[config.mk]
export PLATFORM = sky130hd
export DESIGN_NAME = mac_coprocessor
export DESIGN_NICKNAME = d
export VERILOG_FILES = /design/src/rtl/signed_mult.v /design/src/rtl/mac_coprocessor.v
export VERILOG_INCLUDE_DIRS = /design/src /design/src/shared
export SDC_FILE = /design/constraint.sdc
export NUM_CORES = 2
export LEC_CHECK = 0
export BUFFER_PORTS_ARGS = -buffer_cell sky130_fd_sc_hd__buf_2
export CORE_MARGIN = 1.5
export CORE_UTILIZATION = 45
export DETAILED_ROUTE_END_ITERATION = 7
export PLACE_DENSITY = 0.62
export REMOVE_ABC_BUFFERS = 1
export SYNTH_ARGS = -nofsm -noshare
export SYNTH_HDL_FRONTEND = slang
export SYNTH_SLANG_ARGS = --single-unit
[constraint.sdc]
create_clock -name clock -period 6.46 [get_ports clock]
set_input_delay 0.969 -clock clock [delete_from_list [all_inputs] [get_ports clock]]
set_output_delay 0.969 -clock clock [all_outputs]
set_load 0.005 [all_outputs]
[src/shared/mac_coproc_regs.vh]
// Constants for the multiply-accumulate coprocessor
`ifndef MAC_COPROC_REGS_VH
`define MAC_COPROC_REGS_VH
// ==========================================
// Widths
`define ACC_WIDTH        40
`define ACC_RESET        40'h00_0000_0000
// ==========================================
// Operation codes
`define OP_HALF_WORD_MAC 3'h0
`define OP_DUAL_HALF_MAC 3'h1
`define OP_WORD_MAC      3'h2
`define OP_ACC_TO_REGS   3'h3
`define OP_REGS_TO_ACC   3'h4
`define OP_STORE_XFER    3'h5
`define OP_LOAD_XFER     3'h6
// ==========================================
// Half selects: bit 1 multiplier, bit 0 multiplicand; 1 means high half
`define SEL_HIGH_BIT     1
`define SEL_LOW_BIT      0
// Upper accumulator byte position
`define ACC_UPPER_MSB    39
`define ACC_UPPER_LSB    32
`endif

[src/rtl/signed_mult.v]
// Registered-free signed multiplier used by the accumulator datapath
`timescale 1ns/1ps
module signed_mult #(
    parameter A_WIDTH = 32,
    parameter B_WIDTH = 32
) (
    input  wire signed [A_WIDTH-1:0]         a,
    input  wire signed [B_WIDTH-1:0]         b,
    output wire signed [A_WIDTH+B_WIDTH-1:0] product
);
    // Full-width product, no truncation
    assign product = a * b;
endmodule // signed_mult

[src/rtl/mac_coprocessor.v]
// Multiply-accumulate coprocessor with a 40-bit accumulator
// What this block does
// [RL1] One 40-bit signed accumulator; single, dual and word signed MACs add into it.
// [RL2] Accumulator-to-registers move hands the whole 40-bit value to two registers.
// [RL3] Registers-to-accumulator move loads all 40 bits from two registers.
// [RL4] Memory save or restore takes two transfers, one part each.
// [RL5] Single MAC picks high or low halves of both operands, signed.
// [RL6] Single MAC forms 32-bit signed product, sign-extends to 40, accumulates.
// [RL7] Dual MAC multiplies high pair and low pair, both added sign-extended.
// [RL8] Word MAC forms the 64-bit product, adds its low 40 bits.
// [RL9] The 32-by-32 word MAC finishes in one cycle.
// [RL10] Accumulation wraps modulo two to the fortieth, no saturation, no flag.
// [RL11] Low register gets bits 31..0, other register gets 39..32 in low byte.
`timescale 1ns/1ps
`include "mac_coproc_regs.vh"
module mac_coprocessor (
    input  wire        clock,
    input  wire        resetn,
    input  wire        op_valid,
    input  wire [2:0]  op_code,
    input  wire [1:0]  half_sel,
    input  wire        xfer_part,
    input  wire [31:0] multiplier,
    input  wire [31:0] multiplicand,
    input  wire [31:0] load_data,
    output reg  [31:0] result_lo,
    output reg  [31:0] result_hi,
    output reg         result_valid,
    output reg  [39:0] acc_out
);
    // ==========================================
    // Operand selection
    wire signed [15:0] mul_half = half_sel[`SEL_HIGH_BIT] ? multiplier[31:16] : multiplier[15:0]; // RL5
    wire signed [15:0] mcd_half = half_sel[`SEL_LOW_BIT] ? multiplicand[31:16] : multiplicand[15:0]; // RL5
    wire signed [31:0] prod_single;
    wire signed [31:0] prod_hh;
    wire signed [31:0] prod_ll;
    wire signed [63:0] prod_word;

    signed_mult #(.A_WIDTH(16), .B_WIDTH(16)) u_single (
        .a       (mul_half),
        .b       (mcd_half),
        .product (prod_single)
    );
    signed_mult #(.A_WIDTH(16), .B_WIDTH(16)) u_high (
        .a       (multiplier[31:16]),
        .b       (multiplicand[31:16]),
        .product (prod_hh)
    );
    signed_mult #(.A_WIDTH(16), .B_WIDTH(16)) u_low (
        .a       (multiplier[15:0]),
        .b       (multiplicand[15:0]),
        .product (prod_ll)
    );
    // Full product computed combinationally so every variant completes in one cycle
    signed_mult #(.A_WIDTH(32), .B_WIDTH(32)) u_word (
        .a       (multiplier),
        .b       (multiplicand),
        .product (prod_word)
    ); // RL9

    // ==========================================
    // Accumulator next value
    wire [39:0] ext_single = {{8{prod_single[31]}}, prod_single}; // RL6
    wire [39:0] ext_hh     = {{8{prod_hh[31]}}, prod_hh}; // RL7
    wire [39:0] ext_ll     = {{8{prod_ll[31]}}, prod_ll}; // RL7
    wire [39:0] word_low   = prod_word[39:0]; // RL8

    reg  [39:0] acc_reg;
    reg  [39:0] acc_next;
    reg  [31:0] lo_next;
    reg  [31:0] hi_next;
    reg         valid_next;

    always @* begin
        acc_next   = acc_reg;
        lo_next    = result_lo;
        hi_next    = result_hi;
        valid_next = 1'b0;
        if (op_valid) begin
            case (op_code)
                `OP_HALF_WORD_MAC: begin
                    acc_next = acc_reg + ext_single; // RL1 RL10
                end
                `OP_DUAL_HALF_MAC: begin
                    acc_next = acc_reg + ext_hh + ext_ll; // RL1 RL10
                end
                `OP_WORD_MAC: begin
                    acc_next = acc_reg + word_low; // RL1 RL10
                end
                `OP_ACC_TO_REGS: begin
                    lo_next    = acc_reg[31:0]; // RL2 RL11
                    hi_next    = {24'h00_0000, acc_reg[`ACC_UPPER_MSB:`ACC_UPPER_LSB]}; // RL11
                    valid_next = 1'b1;
                end
                `OP_REGS_TO_ACC: begin
                    acc_next = {multiplicand[7:0], multiplier}; // RL3
                end
                `OP_STORE_XFER: begin
                    // Part 0 gives the low word, part 1 the upper byte
                    if (xfer_part) begin
                        lo_next = {24'h00_0000, acc_reg[`ACC_UPPER_MSB:`ACC_UPPER_LSB]}; // RL4
                    end else begin
                        lo_next = acc_reg[31:0]; // RL4
                    end
                    hi_next    = 32'h0000_0000;
                    valid_next = 1'b1;
                end
                `OP_LOAD_XFER: begin
                    // Each part replaces only its own slice, so order is free
                    if (xfer_part) begin
                        acc_next = {load_data[7:0], acc_reg[31:0]}; // RL4
                    end else begin
                        acc_next = {acc_reg[`ACC_UPPER_MSB:`ACC_UPPER_LSB], load_data}; // RL4
                    end
                end
                default: begin
                    acc_next = acc_reg;
                end
            endcase
        end
    end

    // ==========================================
    // State
    always @(posedge clock or negedge resetn) begin
        if (!resetn) begin
            acc_reg      <= `ACC_RESET;
            acc_out      <= `ACC_RESET;
            result_lo    <= 32'h0000_0000;
            result_hi    <= 32'h0000_0000;
            result_valid <= 1'b0;
        end else begin
            acc_reg      <= acc_next;
            acc_out      <= acc_next;
            result_lo    <= lo_next;
            result_hi    <= hi_next;
            result_valid <= valid_next;
        end
    end
endmodule // mac_coprocessor

==> results_dict.tcl <==
set metrics [dict create \
    synthMuxAreaShare_pct 0.883 \
    worstPathArrival_ns 9.40 \
    cts_tree "done" \
    synth_fa_ha_area_share_pct 59.2 \
    syn2layout_area_growth_pct 29.9 \
    timing.hold.ws_ns 0.477 \
    tightest_slew_ns 1.15 \
    cts.clk_slew.worst_paths_ns 0.08 \
    skew_ns 0.0265 \
    crit_type "in2reg" \
    synth_top_family_by_area "adder cells" \
    fp.dieArea_sq_mm 0.139 \
    setup_tns_ns -60.76 \
    maxSlewViolCount 0 \
    clk_root_buffer_cell "clkbuf_16" \
    ios 210 \
    clock_latency_ns 0.44 \
    synthArstFlopShare_pct 100 \
    grt.overflow.total 0 \
    coreArea_sq_mm 0.135 \
    drive_gt1_share_pct 27.6 \
    post-dp-hpwl_um 208000 \
    io_buffers 185 \
    vias_per_cell 5.34 \
    synth_area_per_cell_sq_um 9.03 \
    finalCritPeriodShare_pct 141 \
    worstPathRequired_ns 6.74 \
    num_vias 53200 \
    synth_cells 6791 \
    reg2reg_from "acc_reg[26]" \
    cp-start-kind "input pin" \
    cp_slowest_stage_delay_ns 0.60 \
    path_max_fanout 5 \
    synth.area.top_cells "fa_1 (49%), inv_1 (10%), ha_1 (10%)" \
    nNetsFinal 10300 \
    die_w_um 372 \
    grt_start_max_net_pins 58 \
    fmax_ghz 0.110 \
    synth_edf_count 0 \
    drc_errors 0 \
    min_to "result_hi[2]" \
    yosysWarnings 0 \
    worst_hold_startpoint "result_hi[2]" \
    cp_slowest_cell "fa_1" \
    drt_iter0_markers 4322 \
    rrSetupSlack_ns -1.33 \
    drt-wirelength-per-cell_um 24.4 \
    ys_dominant_reg_cell "dfrtp_1" \
    violations "negative setup slack" \
    rsz0062_at_grt "yes" \
    antenna_found_initial 17 \
    setup_violations 31 \
    fill_cells 11800 \
    synth.most_common_cell "inv_1" \
    period_needed_ns 9.12 \
    ys_seq_elements 81 \
    path_delay_family "adder cells" \
    hold_violations 0 \
    synthXorXnorAreaFrac_pct 3.75 \
    rr_worst_depth 23 \
    largest_reg_flops 40 \
    synth-simple-area-share_pct 12.6 \
    cts_buffers 9 \
    clock_path_buffers 2 \
    gp_congestion 1.04 \
    status "complete, but fails checks" \
    routed_wl_um 243000 \
    start_util_pct 45.3 \
    rr_endpoint "acc_reg[37]" \
    num_rows 135 \
    die_height_um 372 \
    grtUsageTotal_pct 35.8 \
    syn_area_sq_mm 0.0613 \
    path_buf_inv 9 \
    grt_pass1_vias 56500 \
    max_cap_viol_count 0 \
    cts_sinks 81 \
    setup_ws_ns -2.66 \
    cts_hold_buf 0 \
    synth.distinct_cells 95 \
    ys_seq_area_share_pct 3.31 \
    endpoint_kind "flop" \
    grt_pass1_wl_um 360000 \
    h-tree-depth 3 \
    synth_top_area_cell "fa_1" \
    synth_compound_area_share_pct 7.88 \
    hp-class "reg2reg" \
    ant_nets 0 \
    synth_common_cells "inv_1 (1,686), fa_1 (1,506), nand2_1 (865)" \
    holdPathStages 2 \
    relSlewSlack_pct 23.2 \
    synth_top_area_share_pct 49.2 \
    first_pass_iters 6 \
]
==> stage by stage <==
stage / cells / instance area (sq um) / util, % / setup slack (ns)
global placement: 9806 / 74000 / 54.7 / -3.70
detailed placement: 9806 / 74000 / 54.7 / -3.74
finish: 9961 / 79600 / 58.9 / -2.66
floorplan: 6497 / 60100 / - / -3.38
global route: 9956 / 79600 / 58.9 / -2.94
CTS: 9915 / 78000 / 57.6 / -2.60
==> logic make-up after synthesis <==
group,Yosys count
mux,51
other cells,1
fa+ha+maj,1998
flops,81
simple gates,1673
compound gates,722
xor+xnor,261
buf+inv,2004
==> tightest hold or removal path: stages, from the launching register on <==
cell	delay, ns
dfrtp_1	0.34
nand2_1	0.04
o21ai_0	0.06
==> cell usage in the layout (no fill, tap or decap), types with 80 or more instances in the layout <==
| master | synthesis | routed |
|---|---|---|
| buf_2 | 1 | 133 |
| nand2_1 | 865 | 829 |
| nor2_1 | 236 | 214 |
| a21oi_1 | 198 | 134 |
| ha_1 | 492 | 428 |
| xnor2_1 | 188 | 148 |
| buf_6 | 1 | 119 |
| dfrtp_1 | 81 | 81 |
| buf_4 | 24 | 1305 |
| and2_1 | 375 | 341 |
| inv_1 | 1686 | 1631 |
| o21ai_0 | 130 | 80 |
| fa_1 | 1506 | 1468 |
==> worst max path at each step <==
| stage | from | endpoint | slack (ns) | depth (start not counted) |
|---|---|---|---|---|
| finish | multiplicand[24] | acc_reg[37] | -2.66 | 40 |
| global route | multiplicand[9] | acc_reg[37] | -2.94 | 42 |
| CTS | multiplicand[21] | acc_reg[37] | -2.60 | 37 |
| detailed placement | multiplier[8] | acc_reg[36] | -3.74 | 39 |
| global placement | multiplier[8] | acc_reg[36] | -3.70 | 39 |
| floorplan | multiplier[15] | acc_reg[37] | -3.38 | 30 |
==> layout make-up <==
class / count / area [sq um] / share of cell area [%]
Multi-Input combinational cell: 4729 / 55100 / 69.2
Inverter: 1687 / 6340 / 7.96
Sequential cell: 81 / 2030 / 2.55
Clock buffer: 11 / 243 / 0.305
Timing Repair Buffer: 1657 / 13600 / 17.1
Clock inverter: 5 / 78.8 / 0.0990
Antenna cell: 10 / 25.0 / 0.0314
Tap cell: 1781 / 2230 / 2.80
==> metal layers <==
| layer | track usage (%) | wire, um | vias up |
|---|---|---|---|
| met1 | 48.0 | 96300 | 27100 |
| met5 | 0 | 141 | - |
| met2 | 54.0 | 105000 | 2478 |
| met4 | 18.7 | 16300 | 10 |
| li1 | - | - | 23000 |
| met3 | 8.39 | 24600 | 555 |
==> repair_timing <==
| action | 4_1_cts | 5_1_grt |
|---|---|---|
| setup buffers | 116 | 48 |
| setup endpoints to repair | 33 | 33 |
| gates resized for setup | 653 | 306 |
| pin swaps | 268 | 198 |
| gates cloned | 2 | 0 |
Power is not shown: default switching activity piles up to over one toggle a cycle in this logic, so the estimate is an artifact.
